## config.mk

```make
export PLATFORM = sky130hd
export DESIGN_NAME = mdfs_fault_supervisor
export DESIGN_NICKNAME = d
export VERILOG_FILES = /design/src/logic/mdfs_pkg.sv /design/src/logic/mdfs_fault_supervisor.sv
export VERILOG_INCLUDE_DIRS = /design/src /design/src/logic
export SDC_FILE = /design/constraint.sdc
export NUM_CORES = 1
export LEC_CHECK = 0
export BUFFER_PORTS_ARGS = -buffer_cell sky130_fd_sc_hd__buf_4
export CORE_MARGIN = 2
export CORE_UTILIZATION = 50
export CTS_CLUSTER_DIAMETER = 30
export DETAILED_ROUTE_END_ITERATION = 8
export PLACE_DENSITY_LB_ADDON = 0.2
export SLEW_MARGIN = 20
export SYNTH_ARGS = -nofsm -noshare
export SYNTH_HDL_FRONTEND = slang
export SYNTH_SLANG_ARGS = --single-unit
```

## constraint.sdc

```tcl
create_clock -name core_clk_in -period 2.1 [get_ports core_clk_in]
set_input_delay 0.315 -clock core_clk_in [delete_from_list [all_inputs] [get_ports core_clk_in]]
set_output_delay 0.315 -clock core_clk_in [all_outputs]
set_load 0.05 [all_outputs]
```

## src/logic/mdfs_cfg.svh

```systemverilog
// constants for the motor driver fault supervisor
`ifndef MDFS_CFG_SVH
`define MDFS_CFG_SVH
`define MDFS_CLK_NS 8
`define MDFS_NS_PER_US 1000
`define MDFS_SLP_MIN_NS 18000
`define MDFS_SLP_MAX_NS 35000
`define MDFS_OC_DEGLITCH_NS 3000
`define MDFS_RETRY_US 4000
`define MDFS_OL_US 10000
`define MDFS_SHORT_W 16
`define MDFS_LONG_W 24
`define MDFS_ADDR_W 4
`define MDFS_IDX_CTRL 2'h0
`define MDFS_IDX_STAT 2'h1
`define MDFS_IDX_DIAG 2'h2
`define MDFS_RESP_OK 2'h0
`define MDFS_RESP_ERR 2'h2
`define MDFS_CTRL_W 4
`define MDFS_CLR_BIT 4
`define MDFS_FETS 8
`define MDFS_OUTS 4
`define MDFS_FETS_PER_BRIDGE 4
`endif

```

## src/logic/mdfs_pkg.sv

```systemverilog
// types of the motor driver fault supervisor
`include "mdfs_cfg.svh"
package mdfs_pkg;
    typedef enum logic [1:0] {
        SLP_AWAKE = 2'b00,
        SLP_PULSE = 2'b01,
        SLP_DOWN = 2'b10
    } mdfs_sleep_e;
    typedef struct packed {
        logic supply_low;
        logic pump_low;
        logic [`MDFS_FETS-1:0] fet_limit;
        logic [1:0] coil_low;
        logic warn;
        logic tsd;
        logic sleep_n;
    } mdfs_pins_s;
    typedef struct packed {
        logic warn_route;
        logic ol_en;
        logic tsd_mode;
        logic oc_mode;
    } mdfs_ctrl_s;
    typedef struct packed {
        logic [1:0] ol_w;
        logic warn;
        logic tsd;
        logic temp_any;
        logic ol;
        logic oc;
        logic pump_low;
        logic lockout;
        logic summary;
    } mdfs_flags_s;
    typedef struct packed {
        logic [`MDFS_OUTS-1:0] hs;
        logic [`MDFS_OUTS-1:0] ls;
    } mdfs_diag_s;
    typedef struct packed {
        mdfs_pins_s meta;
        mdfs_pins_s sync;
        mdfs_ctrl_s ctrl;
        mdfs_flags_s flags;
        mdfs_diag_s diag;
        logic powerup;
        logic [1:0] bridge_off;
        logic tsd_hold;
        logic [`MDFS_FETS-1:0][`MDFS_SHORT_W-1:0] oc_cnt;
        logic [1:0][`MDFS_LONG_W-1:0] ol_cnt;
        logic [`MDFS_LONG_W-1:0] retry_cnt;
        mdfs_sleep_e sleep_st;
        logic [`MDFS_SHORT_W-1:0] sleep_cnt;
        logic awready;
        logic wready;
        logic aw_got;
        logic w_got;
        logic [1:0] waddr;
        logic [7:0] wbyte;
        logic wstrb0;
        logic bvalid;
        logic [1:0] bresp;
        logic arready;
        logic rvalid;
        logic [1:0] rresp;
        logic [31:0] rdata;
        logic pin_n;
        logic pin_oe;
        logic [1:0] bridge_en;
        logic pump_en;
    } mdfs_state_s;
endpackage

```

## src/logic/mdfs_fault_supervisor.sv

```systemverilog
// fault supervisor: flags, bridge gating, error pin and axi4-lite status
//
// Functional notes
// RL1: error pin driven low while any reported fault exists, released otherwise.
// RL2: error pin released after power-up once supply valid and no fault.
// RL3: supply below lockout: bridges and charge pump off; resume above rising level.
// RL4: supply lockout above core reset: bus alive, summary and lockout flags set, pin low.
// RL5: supply back: pin released, summary cleared; lockout flag held until clear.
// RL6: below core reset: core in reset, flags low, pin released.
// RL7: at power-up lockout flag stays low, summary and pin set until supply good.
// RL8: pump rail low: outputs off, pin low, pump runs, summary and pump flags set.
// RL9: pump rail good: resume, pin released, summary cleared; pump flag held until clear.
// RL10: overcurrent past deglitch: disable that bridge, pin low, latch summary and flag.
// RL11: low-side flag for short to supply, high-side flag for short to ground.
// RL12: recovery select zero: bridge stays off until clear, sleep pulse or reset.
// RL13: recovery select one: resume after retry delay once fault gone.
// RL14: open winding flagged only when enabled and coil current low past detect time.
// RL15: open winding latches flag, summary, pin and per-winding a or b flag.
// RL16: open winding clears only when gone and cleared, or on reset or wake; the code clears on wake only once the coil current is back.
// RL17: thermal shutdown: bridges and pump off, pin low, latch flags; never disabled.
// RL18: thermal select zero: outputs stay off until clear, sleep pulse or reset.
// RL19: thermal select one: resume when cool; temperature flags stay until clear.
// RL20: warning sets warning and temperature flags only, clears itself when cool.
// RL21: routing bit one: warning also drives pin and summary.
// RL22: sleep-pin low pulse between 18 and 35 us clears latched faults.
// RL23: pin and summary stay asserted while any enabled source remains active.
`include "mdfs_cfg.svh"
module mdfs_fault_supervisor #(
    parameter int OC_DEGLITCH_NS = `MDFS_OC_DEGLITCH_NS,
    parameter int RETRY_CYC = `MDFS_RETRY_US * `MDFS_NS_PER_US / `MDFS_CLK_NS,
    parameter int OL_CYC = `MDFS_OL_US * `MDFS_NS_PER_US / `MDFS_CLK_NS,
    parameter int SLP_MIN_CYC = (`MDFS_SLP_MIN_NS + `MDFS_CLK_NS - 1) / `MDFS_CLK_NS,
    parameter int SLP_MAX_CYC = `MDFS_SLP_MAX_NS / `MDFS_CLK_NS
) (
    // clock and core reset
    input wire logic core_clk_in,
    input wire logic rst_b_in,
    // comparator and pin inputs, asynchronous
    input wire logic supply_below_lockout_in,
    input wire logic pump_rail_low_in,
    input wire logic [`MDFS_FETS-1:0] fet_current_limit_in,
    input wire logic [1:0] coil_current_low_in,
    input wire logic hot_warning_in,
    input wire logic thermal_shutdown_in,
    input wire logic sleep_pin_n_in,
    // axi4-lite write
    input wire logic [`MDFS_ADDR_W-1:0] axi_awaddr_in,
    input wire logic axi_awvalid_in,
    output logic axi_awready_out,
    input wire logic [31:0] axi_wdata_in,
    input wire logic [3:0] axi_wstrb_in,
    input wire logic axi_wvalid_in,
    output logic axi_wready_out,
    output logic [1:0] axi_bresp_out,
    output logic axi_bvalid_out,
    input wire logic axi_bready_in,
    // axi4-lite read
    input wire logic [`MDFS_ADDR_W-1:0] axi_araddr_in,
    input wire logic axi_arvalid_in,
    output logic axi_arready_out,
    output logic [31:0] axi_rdata_out,
    output logic [1:0] axi_rresp_out,
    output logic axi_rvalid_out,
    input wire logic axi_rready_in,
    // open-drain error pin and power stage gating
    output logic error_pin_n_out,
    output logic error_pin_oe_out,
    output logic [1:0] bridge_enable_out,
    output logic charge_pump_enable_out
);
    localparam logic [`MDFS_SHORT_W-1:0] OC_LIM =
        `MDFS_SHORT_W'((OC_DEGLITCH_NS + `MDFS_CLK_NS - 1) / `MDFS_CLK_NS);
    localparam logic [`MDFS_SHORT_W-1:0] SLP_MIN = `MDFS_SHORT_W'(SLP_MIN_CYC);
    localparam logic [`MDFS_SHORT_W-1:0] SLP_MAX = `MDFS_SHORT_W'(SLP_MAX_CYC);
    localparam logic [`MDFS_LONG_W-1:0] RETRY_LIM = `MDFS_LONG_W'(RETRY_CYC);
    localparam logic [`MDFS_LONG_W-1:0] OL_LIM = `MDFS_LONG_W'(OL_CYC);

    mdfs_pkg::mdfs_state_s s;
    mdfs_pkg::mdfs_state_s next_s;
    mdfs_pkg::mdfs_pins_s pins_raw;
    logic clear_now;
    logic cmd_clear;
    logic sleep_clear;
    logic [`MDFS_FETS-1:0] oc_fire;
    logic [1:0] ol_fire;
    logic [1:0] oc_release;

    // raw pins gathered for the synchroniser
    assign pins_raw = {supply_below_lockout_in, pump_rail_low_in, fet_current_limit_in,
        coil_current_low_in, hot_warning_in, thermal_shutdown_in, sleep_pin_n_in};

    // next-state logic of the whole block
    always_comb begin
        next_s = s;
        cmd_clear = 1'b0;
        sleep_clear = 1'b0;
        oc_fire = '0;
        ol_fire = '0;
        oc_release = '0;
        // two-stage synchroniser, first stage feeds only the second
        next_s.meta = pins_raw;
        next_s.sync = s.meta;

        // sleep pin: a short low pulse clears, a long one puts the pump to sleep
        case (s.sleep_st)
            mdfs_pkg::SLP_AWAKE: begin
                if (!s.sync.sleep_n) begin
                    next_s.sleep_st = mdfs_pkg::SLP_PULSE;
                    next_s.sleep_cnt = '0;
                end
            end
            mdfs_pkg::SLP_PULSE: begin
                if (s.sync.sleep_n) begin
                    sleep_clear = (s.sleep_cnt >= SLP_MIN); // RL22
                    next_s.sleep_st = mdfs_pkg::SLP_AWAKE;
                end else if (s.sleep_cnt == SLP_MAX) begin
                    next_s.sleep_st = mdfs_pkg::SLP_DOWN;
                end else begin
                    next_s.sleep_cnt = s.sleep_cnt + 1'b1;
                end
            end
            mdfs_pkg::SLP_DOWN: begin
                // waking from sleep also wipes latched faults
                if (s.sync.sleep_n) begin
                    sleep_clear = 1'b1; // RL16
                    next_s.sleep_st = mdfs_pkg::SLP_AWAKE;
                end
            end
            default: begin
                next_s.sleep_st = mdfs_pkg::SLP_AWAKE;
            end
        endcase

        // axi write: address and data taken in either order
        if (axi_awvalid_in && s.awready) begin
            next_s.aw_got = 1'b1;
            next_s.waddr = axi_awaddr_in[`MDFS_ADDR_W-1:2];
        end
        if (axi_wvalid_in && s.wready) begin
            next_s.w_got = 1'b1;
            next_s.wbyte = axi_wdata_in[7:0];
            next_s.wstrb0 = axi_wstrb_in[0];
        end
        if (s.bvalid && axi_bready_in) begin
            next_s.bvalid = 1'b0;
        end
        // commit one cycle after both halves are held
        if (s.aw_got && s.w_got && !s.bvalid) begin
            next_s.aw_got = 1'b0;
            next_s.w_got = 1'b0;
            next_s.bvalid = 1'b1;
            next_s.bresp = `MDFS_RESP_OK;
            case (s.waddr)
                `MDFS_IDX_CTRL: begin
                    if (s.wstrb0) begin
                        next_s.ctrl = s.wbyte[`MDFS_CTRL_W-1:0];
                        cmd_clear = s.wbyte[`MDFS_CLR_BIT];
                    end
                end
                `MDFS_IDX_STAT, `MDFS_IDX_DIAG: begin
                    next_s.bresp = `MDFS_RESP_OK;
                end
                default: begin
                    next_s.bresp = `MDFS_RESP_ERR;
                end
            endcase
        end
        next_s.awready = !next_s.aw_got && !next_s.bvalid;
        next_s.wready = !next_s.w_got && !next_s.bvalid;

        // axi read: data captured at the address handshake
        if (s.rvalid && axi_rready_in) begin
            next_s.rvalid = 1'b0;
        end
        if (axi_arvalid_in && s.arready) begin
            next_s.rvalid = 1'b1;
            next_s.rresp = `MDFS_RESP_OK;
            case (axi_araddr_in[`MDFS_ADDR_W-1:2])
                `MDFS_IDX_CTRL: next_s.rdata = 32'(s.ctrl);
                `MDFS_IDX_STAT: next_s.rdata = 32'(s.flags);
                `MDFS_IDX_DIAG: next_s.rdata = 32'(s.diag);
                default: begin
                    next_s.rdata = '0;
                    next_s.rresp = `MDFS_RESP_ERR;
                end
            endcase
        end
        next_s.arready = !next_s.rvalid;

        clear_now = cmd_clear || sleep_clear; // RL22

        // supply lockout; the power-up phase keeps the lockout flag low
        next_s.powerup = s.powerup && s.sync.supply_low; // RL7
        next_s.flags.lockout = (s.flags.lockout && !clear_now) ||
            (s.sync.supply_low && !s.powerup); // RL4 RL5
        // pump rail flag latches, set beats clear
        next_s.flags.pump_low = (s.flags.pump_low && !clear_now) || s.sync.pump_low; // RL8 RL9

        // per-fet deglitch of the current limit
        for (int i = 0; i < `MDFS_FETS; i++) begin
            if (!s.sync.fet_limit[i]) begin
                next_s.oc_cnt[i] = '0;
            end else if (s.oc_cnt[i] != OC_LIM) begin
                next_s.oc_cnt[i] = s.oc_cnt[i] + 1'b1;
            end
            oc_fire[i] = s.sync.fet_limit[i] && (s.oc_cnt[i] == OC_LIM); // RL10
        end
        // even fet of an output is high side, odd is low side
        for (int k = 0; k < `MDFS_OUTS; k++) begin
            next_s.diag.hs[k] = (s.diag.hs[k] && !clear_now) || oc_fire[2*k]; // RL11
            next_s.diag.ls[k] = (s.diag.ls[k] && !clear_now) || oc_fire[2*k+1]; // RL11
        end
        next_s.flags.oc = (s.flags.oc && !clear_now) || (|oc_fire); // RL10

        // retry delay restarts on every new trip
        if ((|oc_fire) || !(|s.bridge_off)) begin
            next_s.retry_cnt = '0;
        end else if (s.retry_cnt != RETRY_LIM) begin
            next_s.retry_cnt = s.retry_cnt + 1'b1;
        end
        // only the bridge that tripped is shut off
        for (int b = 0; b < 2; b++) begin
            oc_release[b] = clear_now || (s.ctrl.oc_mode && (s.retry_cnt == RETRY_LIM) &&
                !(|s.sync.fet_limit[b*`MDFS_FETS_PER_BRIDGE +: `MDFS_FETS_PER_BRIDGE])); // RL12 RL13
            next_s.bridge_off[b] = (s.bridge_off[b] && !oc_release[b]) ||
                (|oc_fire[b*`MDFS_FETS_PER_BRIDGE +: `MDFS_FETS_PER_BRIDGE]); // RL10
        end

        // open winding: needs the enable, a clear only works once the coil is back
        for (int w = 0; w < 2; w++) begin
            if (!(s.ctrl.ol_en && s.sync.coil_low[w])) begin
                next_s.ol_cnt[w] = '0;
            end else if (s.ol_cnt[w] != OL_LIM) begin
                next_s.ol_cnt[w] = s.ol_cnt[w] + 1'b1;
            end
            ol_fire[w] = s.ctrl.ol_en && s.sync.coil_low[w] && (s.ol_cnt[w] == OL_LIM); // RL14
            next_s.flags.ol_w[w] = (s.flags.ol_w[w] && !(clear_now && !s.sync.coil_low[w])) ||
                ol_fire[w]; // RL15 RL16
        end
        next_s.flags.ol = |next_s.flags.ol_w; // RL15

        // thermal shutdown has no enable; the hold decides the power stage
        next_s.tsd_hold = s.sync.tsd ||
            (s.tsd_hold && !(!s.sync.tsd && (clear_now || s.ctrl.tsd_mode))); // RL17 RL18 RL19
        next_s.flags.tsd = (s.flags.tsd && !clear_now) || s.sync.tsd; // RL17 RL19
        // warning follows the comparator, which carries the hysteresis
        next_s.flags.warn = s.sync.warn; // RL20
        next_s.flags.temp_any = next_s.flags.tsd || s.sync.warn; // RL20

        // summary is an or of the live supply, pump and routed warning inputs, the bridge and thermal holds and the open winding flags
        next_s.flags.summary = s.sync.supply_low || s.sync.pump_low || (|next_s.bridge_off) ||
            next_s.flags.ol || next_s.tsd_hold ||
            (s.sync.warn && s.ctrl.warn_route); // RL1 RL5 RL9 RL21 RL23
        next_s.pin_oe = next_s.flags.summary; // RL1 RL2
        next_s.pin_n = !next_s.flags.summary; // RL1 RL2

        // power stage gating; the pump keeps running for rail-low and overcurrent
        for (int b = 0; b < 2; b++) begin
            next_s.bridge_en[b] = !s.sync.supply_low && !s.sync.pump_low &&
                !next_s.bridge_off[b] && !next_s.tsd_hold && s.sync.sleep_n; // RL3 RL8 RL17
        end
        next_s.pump_en = !s.sync.supply_low && !next_s.tsd_hold &&
            (next_s.sleep_st != mdfs_pkg::SLP_DOWN); // RL3 RL17
    end

    // state register; reset is the core reset, pin released, flags low
    always_ff @(posedge core_clk_in or negedge rst_b_in) begin
        if (!rst_b_in) begin
            s <= '0; // RL6
            s.pin_n <= 1'b1; // RL6
            s.powerup <= 1'b1; // RL7
            s.meta.supply_low <= 1'b1;
            s.sync.supply_low <= 1'b1;
            s.meta.sleep_n <= 1'b1;
            s.sync.sleep_n <= 1'b1;
        end else begin
            s <= next_s;
        end
    end

    // outputs straight from the state register
    assign axi_awready_out = s.awready;
    assign axi_wready_out = s.wready;
    assign axi_bresp_out = s.bresp;
    assign axi_bvalid_out = s.bvalid;
    assign axi_arready_out = s.arready;
    assign axi_rdata_out = s.rdata;
    assign axi_rresp_out = s.rresp;
    assign axi_rvalid_out = s.rvalid;
    assign error_pin_n_out = s.pin_n;
    assign error_pin_oe_out = s.pin_oe;
    assign bridge_enable_out = s.bridge_en;
    assign charge_pump_enable_out = s.pump_en;
endmodule // mdfs_fault_supervisor

```

==> results of run 1 <==
==> cell usage after synthesis (3+ instances only) <==
cell        n
nand3_1    72
buf_6       3
or3_1      34
dfrtp_1   299
dfstp_2     6
nand4_1    45
nor2b_1    19
nor2_1    179
nor4bb_1    7
a22o_1      4
nor3_1     27
a21oi_1    29
a21boi_0   12
ha_1       20
mux2_2     13
and4_1      9
xnor2_1    87
clkbuf_1   28
a22oi_1     5
o21a_1      3
inv_1      38
mux2i_1    13
and3_1     38
nor4_1     18
or2_2       7
buf_4      39
nor4b_1    19
or4_1       3
xor2_1     76
nor3b_2     3
nand2b_1    3
or4b_1      3
nand2_1   120
a21o_1      4
o21ai_0    51
and2_1     55
==> kinds of logic after synthesis <==
family / share of synthesized area [%]
AND/OR/NAND/NOR: 24.59
buffers and inverters: 4.009
adder cells (fa/ha/maj): 1.724
multiplexers: 1.905
AO/OA/AOI/OAI: 5.268
other: 0.02584
XOR/XNOR: 9.837
flip-flops: 52.64
==> metal layers <==
metal | global-route usage, % | vias up | share of wire (%) | routed length (um)
li1 | - | 5280 | - | -
met1 | 26.66 | 5286 | 45 | 13930
met2 | 34.31 | 161 | 49 | 15190
met3 | 3.871 | 45 | 3.6 | 1109
met4 | 5.672 | 0 | 1.8 | 547
met5 | 0 | - | 0 | 0
==> cell type report <==
class / instances / area share [%]
clock inverters: 38 / 2.367
inverters: 40 / 0.8070
multi-input cells: 1036 / 35.60
clock buffers: 78 / 8.709
flip-flops and latches: 305 / 41.09
repair buffers: 196 / 8.844
well taps: 384 / 2.583
==> report_power, final <==
group | internal [mW] | switching [mW] | total, mW | leakage [nW]
clock | 6.31 | 3.18 | 9.49 | 0.985
combinational | 0.748 | 1.12 | 1.86 | 3.17
sequential | 6.25 | 0.317 | 6.56 | 4.07
==> worst reg2reg max path: stages (launching register included) <==
cell	delay (ns)
dfrtp_1	0.38
or4b_4	0.56
nor4_4	0.41
a22oi_2	0.12
nand3_2	0.11
or3_4	0.18
clkbuf_16	0.18
nor2_1	0.05
==> state kept, by name (all words and copies together) (netlist names) <==
name,flops
axi_wready_out,1
bridge_enable_out,2
axi_awready_out,1
axi_bresp_out,1
axi_rdata_out,10
axi_arready_out,1
axi_rvalid_out,1
axi_rresp_out,1
next_s,16
axi_bvalid_out,1
charge_pump_enable_out,1
error_pin_oe_out,1
s,267
error_pin_n_out,1
==> metrics by stage <==
| step | cells | TNS [ns] | hold WS, ns | cell area (sq um) | utilization [%] |
|---|---|---|---|---|---|
| 6_report | 2077 | -0.03756 | 0.05489 | 18600 | 64.99 |
| 5_1_grt | 2077 | -1.304 | 0.04816 | 18600 | 64.99 |
| 4_1_cts | 2062 | 0 | 0.03873 | 18260 | 63.79 |
| 3_5_place_dp | 1920 | -0.3945 | 0.2779 | 15890 | 55.53 |
| 3_3_place_gp | 1920 | -0.7820 | 0.2744 | 15890 | 55.53 |
| 2_1_floorplan | 1451 | -0.2952 | 0.01941 | 14630 | - |
==> what timing repair did <==
| item | 4_1_cts | 5_1_grt |
|---|---|---|
| setup buffers | 0 | 13 |
| setup endpoints to repair | 32 | 40 |
| gates cloned | 0 | 2 |
| endpoints found under the hold margin | 72 | 0 |
| pin swaps | 6 | 30 |
| hold buffers | 26 | 0 |
| resized for setup | 8 | 50 |
==> final timing paths <==
check,endpoint,cells past startpoint
max in group asynchronous,next_s[317]$_DFF_PN1_,3
setup reg to reg,s[99]$_DFFE_PN0P_,7
hold reg to reg,s[310]$_DFF_PN0_,0
setup / recovery,s[99]$_DFFE_PN0P_,7
min in group asynchronous,s[221]$_DFFE_PN0N_,2
hold / removal,axi_rresp_out[1]$_DFFE_PN0P_,3
==> out/qor.yml, run 1 <==
syn_area_sq_um: 14510
fmax_mhz: 473.4
timing.final.ws_setup_ns: -0.01254
required_ns: 2.55
root_buffer: "clkbuf_16"
cellLeakagePower_nw: 8.234
fin_crit_sh_pct: 100.6
cp_slowest_cell: "or4b_4"
grt_usage_pct: 20.25
vias: 10770
slowest_delay_ns: 0.56
antenna_found_initial: 0
tightest_slew_ns: 0.8299
reg2reg_slack_ns: -0.01
synth_edf_count: 0
ff_latch_area_sq_um: 7644
r2r-start: "s[273]$_DFFE_PN0N_"
synth-seq-area-share_pct: 52.64
finalWirelength_um: 30780
nets: 1726
relSlewSlack_pct: 44.54
cts_tree: "yes"
drtIter0Drc: 586
final_cell_mix: "dfrtp_1, nor2_1, buf_4, nand2_1, xnor2_1"
grt_pass1_vias: 10900
grt_pass1_wl_um: 51530
max_cap_viol_count: 0
min_from: "axi_araddr_in[2]"
crit_family: "simple AND/OR/NAND/NOR gates"
yosysUniqueCellTypes: 65
dpl.hpwl_um: 19880
fin_crit_ns: 2.113
io_pins: 112
synth.area.top_cells: "dfrtp_1, xnor2_1, nor2_1"
drive_gt1_share_pct: 21.09
min_path_type: "in -> reg"
crit_start: "s[273]$_DFFE_PN0N_"
antenna_cells: 0
dieHeight_um: 174.4
totalPowerFinal_mw: 17.92
synthArstFlopShare_pct: 100.0
grt_max_degree: 62
setup_viol: 9
insertion_delay_ns: 0.58
final_antenna_net_count: 0
slew_viol_final: 0
clk_pin_slew_worst_paths_ns: 0.05
filler_cell_count: 2256
die_x_um: 174.4
dp_slack_ns: -0.04310
grt-ovfl-total: 0
powerDensity_nw_per_um2: 963.3
vdd_ir_drop_max_uv: 719.8
synth_top_area_share_pct: 51.56
drt_pass1_iterations: 5
hold_viol: 0
numCtsBuffers: 61
synth_seq_cells: 305
multi_input_area_sq_um: 6624
ctsLongestPathBuffers: 3
ys_warn_count: 0
start_util_pct: 50.70
synth_top_area_cell: "dfrtp_1"
numClockSinks: 305
gp_congestion: 0.8106
synth_flop_cell: "dfrtp_1"
violations: "negative setup slack"
syn_avg_cell_area_sq_um: 10.16
wl_per_cell_um: 14.82
cp-start-kind: "register"
area_growth_pct: 28.19
rows: 62
core_sq_um: 28630
cp_max_fo: 12
crit_arrival_ns: 2.56
die_area_sq_um: 30400
status: "finished, violations left"
critPathCaptureType: "register"
port-buffer-count: 53
critPathKind: "reg -> reg"
htreeDepth: 2
drcViolationCount: 0
syn-instance-count: 1428
vias_per_cell: 5.186
crit_chain: "or4b_4 -> nor4_4 -> a22oi_2 -> nand3_2 -> or3_4 -> clkbuf_16 -> nor2_1"
final_common_cell: "dfrtp_1"
skew_ns: 0.01868
rsz0062_at_grt: "true"
path_buf_inv: 1
Note: power is estimated with default switching activity, not from simulation.
==> inputs of run 2 (changes only) <==
Settings changed: TNS_END_PERCENT from default to 5.
==> run 2 against run 1 <==
Net effect: the run now ends clean; final area is 0.38% higher; clock skew shrank 0.00084 ns; cell count down 0.24%; flip-flop and latch count unchanged; wire length is 0.49% lower; register-to-register slack better by 0.06 ns; via count fell by 0.24%; largest cell class unchanged.
==> out/qor.yml, run 2 (synthesis gave the netlist of run 1 again) <==
status: "finished clean"
skew_ns: 0.01785  # -0.0008364 ns
powerDensity_nw_per_um2: 1015  # +5.3%
grt_max_degree: 71  # +15%
postLayoutCoreUtil_pct: 65.24  # +0.24 points
hold_viol: 0  # unchanged
root_buffer: "clkbuf_16"
cp_max_fo: 5  # -7
largest_register: "s"
crit_chain: "inv_2 -> ha_4 -> and2_4 -> nand4_1 -> and2_4 -> a2111oi_4 -> nor3b_2"
nets: 1723  # -0.17%
path_buf_inv: 1  # unchanged
vias_per_cell: 5.186  # about the same
cellLeakagePower_nw: 8.300  # +0.80%
antenna_found_initial: 0  # unchanged
finalWirelength_um: 30630  # -0.49%
insertion_delay_ns: 0.55  # -0.03 ns
die_area_sq_um: 30400  # unchanged
slowest_delay_ns: 0.42  # -0.14 ns
rsz0062_at_grt: "true"
min_path_type: "in -> reg"
gp_congestion: 0.7877  # -2.8%
fmax_mhz: 486.2  # +2.7%
fin_crit_sh_pct: 97.94  # -2.7 points
wl_per_cell_um: 14.78  # -0.25%
antenna_cells: 0  # unchanged
final_common_cell: "dfrtp_1"
dpl.hpwl_um: 19940  # +0.30%
cts_tree: "yes"
crit_path_frequent_cell: "and2_4"
ctsLongestPathBuffers: 3  # unchanged
critPathKind: "reg -> reg"
core_sq_um: 28630  # unchanged
numCtsBuffers: 66  # +8.2%
grt_pass1_wl_um: 52270  # +1.4%
required_ns: 2.55  # about the same
drcViolationCount: 0  # unchanged
largest_reg_flops: 267  # unchanged
hold_ws_ns: 0.01964  # -0.03525 ns
tightest_slew_ns: 0.8745  # +0.04460 ns
vdd_ir_drop_max_uv: 720.5  # +0.10%
final_cell_mix: "dfrtp_1, nor2_1, buf_4, nand2_1, xnor2_1"
io_pins: 112  # unchanged
critPathCaptureType: "register"
rows: 62  # unchanged
grt_pass1_vias: 10820  # -0.76%
postPlaceCellArea_sq_um: 15930  # +0.24%
relSlewSlack_pct: 41.56  # -3.0 points
fin_crit_ns: 2.057  # -0.05581 ns
start_util_pct: 50.70  # unchanged
setup_viol: 0  # -9
slew_viol_final: 0  # unchanged
crit_family: "simple AND/OR/NAND/NOR gates"
cp-start-kind: "register"
crit_arrival_ns: 2.51  # -0.05 ns
drive_gt1_share_pct: 20.50  # -0.59 points
htreeDepth: 3  # +1
grt_usage_pct: 20.80  # +0.54 points
port-buffer-count: 53  # unchanged
numClockSinks: 305  # unchanged
finish.instance_area_sq_um: 18670  # +0.38%
fin_setup_tns_ns: 0  # +0.03756 ns
final_antenna_net_count: 0  # unchanged
dieHeight_um: 174.4  # unchanged
grt-ovfl-total: 0  # unchanged
area_growth_pct: 28.68
max_cap_viol_count: 0  # unchanged
vias: 10750  # -0.24%
die_x_um: 174.4  # unchanged
clk_pin_slew_worst_paths_ns: 0.06  # about the same
drt_pass1_iterations: 5  # unchanged
drtIter0Drc: 660  # +13%
cp_slowest_cell: "dfrtp_2"
run 2: cell count changes in the layout (fill, tap and decap cells not counted), sizes merged:
cell,previous run,this run
buf,168,166
clkbuf,80,78
clkinv,21,20
clkinvlp,9,7
dlygate4sd3,26,22
inv,41,47
run 2: final cells by class:
type	count	area, sq um
fillers	2235	9951
flip-flops and latches	305	7644
multi-input cells	1036	6564
clock buffers	78	1779
repair buffers	188	1549
clock inverters	41	508.0
well taps	384	480.5
inverters	40	150.1
run 2: repair_timing:
action	in CTS	in global routing
pin swaps	2	20
endpoints found under the setup margin	31	46
hold endpoints to repair	93	0
gates cloned	0	0
hold buffers	22	0
gates resized for setup	9	27
setup buffers	1	5
run 2: worst paths after layout:
path                                  startpoint                             end  slack, ns  cells after the start
setup / recovery                 s[75]$_DFF_PN0_  bridge_enable_out[1]$_DFF_PN0_       0.04                      7
hold / removal                   axi_wdata_in[3]               s[48]$_DFFE_PN0P_       0.02                      2
setup reg to reg                 s[75]$_DFF_PN0_  bridge_enable_out[1]$_DFF_PN0_       0.04                      7
hold reg to reg            next_s[307]$_DFF_PN0_                s[307]$_DFF_PN0_       0.34                      0
max in group asynchronous               rst_b_in              s[159]$_DFFE_PN0N_       1.16                      3
min in group asynchronous               rst_b_in              s[216]$_DFFE_PN0N_       0.25                      2
run 2: per-layer routing:
layer / vias to the layer above / global-route usage [%] / routed length (um)
li1: 5268 / - / -
met2: 203 / 32.77 / 14240
met1: 5208 / 28.28 / 14210
met5: - / 0 / 0
met3: 67 / 4.899 / 1475
met4: 0 / 7.318 / 703
run 2: stage by stage:
stage	setup slack [ns]	power (mW)	cells
2_1_floorplan	-0.08589	7.761	1451
3_3_place_gp	-0.04516	8.372	1925
3_5_place_dp	-0.06343	8.423	1925
4_1_cts	0.01013	19.07	2067
5_1_grt	-0.04184	19.70	2072
6_report	0.04327	18.95	2072
run 2: power breakdown:
part / total (mW) / internal [mW] / switching (mW)
sequential: 6.57 / 6.25 / 0.320
combinational: 1.92 / 0.773 / 1.14
clock: 10.5 / 7.00 / 3.46
==> inputs of run 3 (changes only) <==
--- a/config.mk
+++ b/config.mk
@@ -9,5 +9,5 @@
 export BUFFER_PORTS_ARGS = -buffer_cell sky130_fd_sc_hd__buf_4
 export CORE_MARGIN = 2
-export CORE_UTILIZATION = 50
+export CORE_UTILIZATION = 45
 export CTS_CLUSTER_DIAMETER = 30
 export DETAILED_ROUTE_END_ITERATION = 8
==> constraint.sdc (replaced) <==
create_clock -name core_clk_in -period 2.1 [get_ports core_clk_in]
set_input_delay 0.42 -clock core_clk_in [delete_from_list [all_inputs] [get_ports core_clk_in]]
set_output_delay 0.42 -clock core_clk_in [all_outputs]
set_load 0.05 [all_outputs]
==> run 3 against run 2 <==
Net effect: the flow now finishes with violations (negative setup slack); wire length is 1.1% higher; maximum frequency is 3.8% lower; combinational power hardly changed; clock skew is 0.0079 ns higher; die area is 11% higher; critical path type unchanged; hold slack improved by 0.033 ns; clock power up 9%; utilization is 5.5 points lower.
==> out/qor.yml, run 3 (synthesis gave the netlist of run 1 again) <==
status: "finished, violations left"
violations: "negative setup slack"
rsz0062_at_grt: "true"
final_antenna_net_count: 0  # unchanged
die_area_sq_um: 33700  # +11%
finalWirelength_um: 30950  # +1.1%
die_x_um: 183.6  # +5.3%
cp-start-kind: "register"
multi_input_area_sq_um: 6594  # +0.46%
instances_no_fill: 2099  # +1.3%
postLayoutCoreUtil_pct: 59.77  # -5.5 points
numClockSinks: 305  # unchanged
largest_reg_flops: 267  # unchanged
grt_pass1_wl_um: 52480  # +0.41%
drcViolationCount: 0  # unchanged
powerDensity_nw_per_um2: 1050  # +3.4%
sw_frac_of_total_pct: 24.89  # -1.1 points
skew_ns: 0.02573  # +0.007878 ns
critPathCaptureType: "register"
root_buffer: "clkbuf_16"
grt_usage_pct: 19.08  # -1.7 points
dpl.hpwl_um: 20300  # +1.8%
power_frac_seq_pct: 33.1  # -1.5 points
setup_viol: 4  # +4
use_met3_pct: 4.319  # -0.58 points
use_met2_pct: 30.35  # -2.4 points
relSlewSlack_pct: 45.32  # +3.8 points
wl_per_cell_um: 14.75  # -0.23%
drtIter0Drc: 590  # -11%
insertion_delay_ns: 0.56  # about the same
vias_per_cell: 5.097  # -1.7%
hold_viol: 0  # unchanged
tightest_slew_ns: 0.8182  # -0.05624 ns
gp_congestion: 0.7868  # -0.11%
pwr-share-clk_pct: 57.3  # +2.1 points
numCtsBuffers: 71  # +7.6%
slew_viol_final: 0  # unchanged
final_common_cell: "dfrtp_1"
final_cell_mix: "dfrtp_1, nor2_1, buf_4, nand2_1, xnor2_1"
fin_crit_sh_pct: 101.8  # +3.9 points
rows: 65  # +4.8%
dieHeight_um: 183.6  # +5.3%
reg2reg_slack_ns: -0.04  # -0.08 ns
critPathKind: "reg -> reg"
port-buffer-count: 53  # unchanged
min_path_type: "in -> reg"
required_ns: 2.60  # +0.05 ns
placed_cells: 1943  # +0.94%
grt_max_degree: 57  # -20%
antenna_found_initial: 0  # unchanged
ctsLongestPathBuffers: 3  # unchanged
grt-ovfl-total: 0  # unchanged
area_growth_pct: 30.30
gr-usage-met1_pct: 25.43  # -2.9 points
fmax_mhz: 467.6  # -3.8%
largest_register: "s"
vdd_ir_drop_max_uv: 956.7  # +33%
cp_max_fo: 5  # unchanged
nets: 1726  # +0.17%
filler_cell_count: 2608  # +17%
clk_pin_slew_worst_paths_ns: 0.05  # about the same
core_sq_um: 31640  # +11%
crit_arrival_ns: 2.63  # +0.12 ns
postPlaceCellArea_sq_um: 15960  # +0.14%
drive_gt1_share_pct: 21.21  # +0.72 points
r2r_cells: 8  # +1
htreeDepth: 3  # unchanged
hold_depth: 2  # unchanged
io_pins: 112  # unchanged
intPower_mw: 14.91  # +6.3%
grt_pass1_vias: 10930  # +1.0%
p_sw_mw: 4.940  # +0.26%
drt_pass1_iterations: 4  # -1
vias: 10700  # -0.44%
antenna_cells: 0  # unchanged
start_util_pct: 45.87  # -4.8 points
ff_latch_area_sq_um: 7642  # about the same
cellLeakagePower_nw: 8.411  # +1.3%
cts_tree: "yes"
combPwrFrac_pct: 9.6  # -0.5 points
max_cap_viol_count: 0  # unchanged
totalPowerFinal_mw: 19.85  # +4.7%
top_usage_layer: "met2"
finish.instance_area_sq_um: 18910  # +1.3%
timing.final.ws_setup_ns: -0.03854  # -0.08181 ns
fin_crit_ns: 2.139  # +0.08181 ns
## run 3: repair_timing
action,CTS,global route
pin swaps,5,22
resized for setup,9,34
endpoints found under the setup margin,31,49
gates cloned,0,0
hold endpoints to repair,59,0
setup buffers,1,9
hold buffers,16,0
## run 3: layout make-up
cell class | instances | share of cell area [%]
sequential | 305 | 40.42
multi-input combinational | 1036 | 34.87
clock buffer | 90 | 10.43
timing repair buffer | 186 | 8.033
clock inverter | 40 | 2.799
tap | 402 | 2.660
inverter | 40 | 0.7940
## run 3: path summary, 6_finish.rpt
kind / start / to
setup / recovery: s[59]$_DFFE_PN0P_ / error_pin_n_out$_DFF_PN1_
hold / removal: axi_bready_in / axi_bvalid_out$_DFF_PN0_
setup reg to reg: s[59]$_DFFE_PN0P_ / error_pin_n_out$_DFF_PN1_
hold reg to reg: next_s[306]$_DFF_PN0_ / s[306]$_DFF_PN0_
max in group asynchronous: rst_b_in / next_s[303]$_DFF_PN1_
min in group asynchronous: rst_b_in / s[223]$_DFFE_PN0N_
## run 3: metal layers
metal  up-vias  part of all wire [%]
met3        58                   3.7
met2       162                    47
met5         -                     0
met1      5192                    47
met4         0                   2.6
li1       5287                     -
## run 3: stage by stage
| stage | TNS (ns) | hold slack (ns) | worst slack, ns |
|---|---|---|---|
| final | -0.1037 | 0.05311 | -0.03854 |
| after global routing | -1.088 | 0.04966 | -0.1286 |
| after CTS | -0.1020 | 0.02442 | -0.03975 |
| after detailed placement | -0.9369 | 0.3355 | -0.1496 |
| after global placement | -0.6088 | 0.3330 | -0.1152 |
| after floorplan | -1.915 | 0.1244 | -0.08589 |
## run 3: power by group through the flow
stage               Combinational [mW]  Clock (mW)  Sequential [mW]
floorplan                         1.08           0             6.68
global placement                  1.77           0             6.62
detailed placement                1.81           0             6.63
CTS                               1.85        11.6             6.55
global route                      2.11        11.9             6.60
finish                            1.91        11.4             6.56
## run 3: worst max-delay path, stage by stage, from the launching register on
cell and delay [ns]:
dfrtp_1 0.38, inv_2 0.08, ha_4 0.13, nor3_2 0.05, o221ai_2 0.21, nand4_1 0.25, and2_4 0.28, a2111oi_4 0.45
and4bb_1 0.26
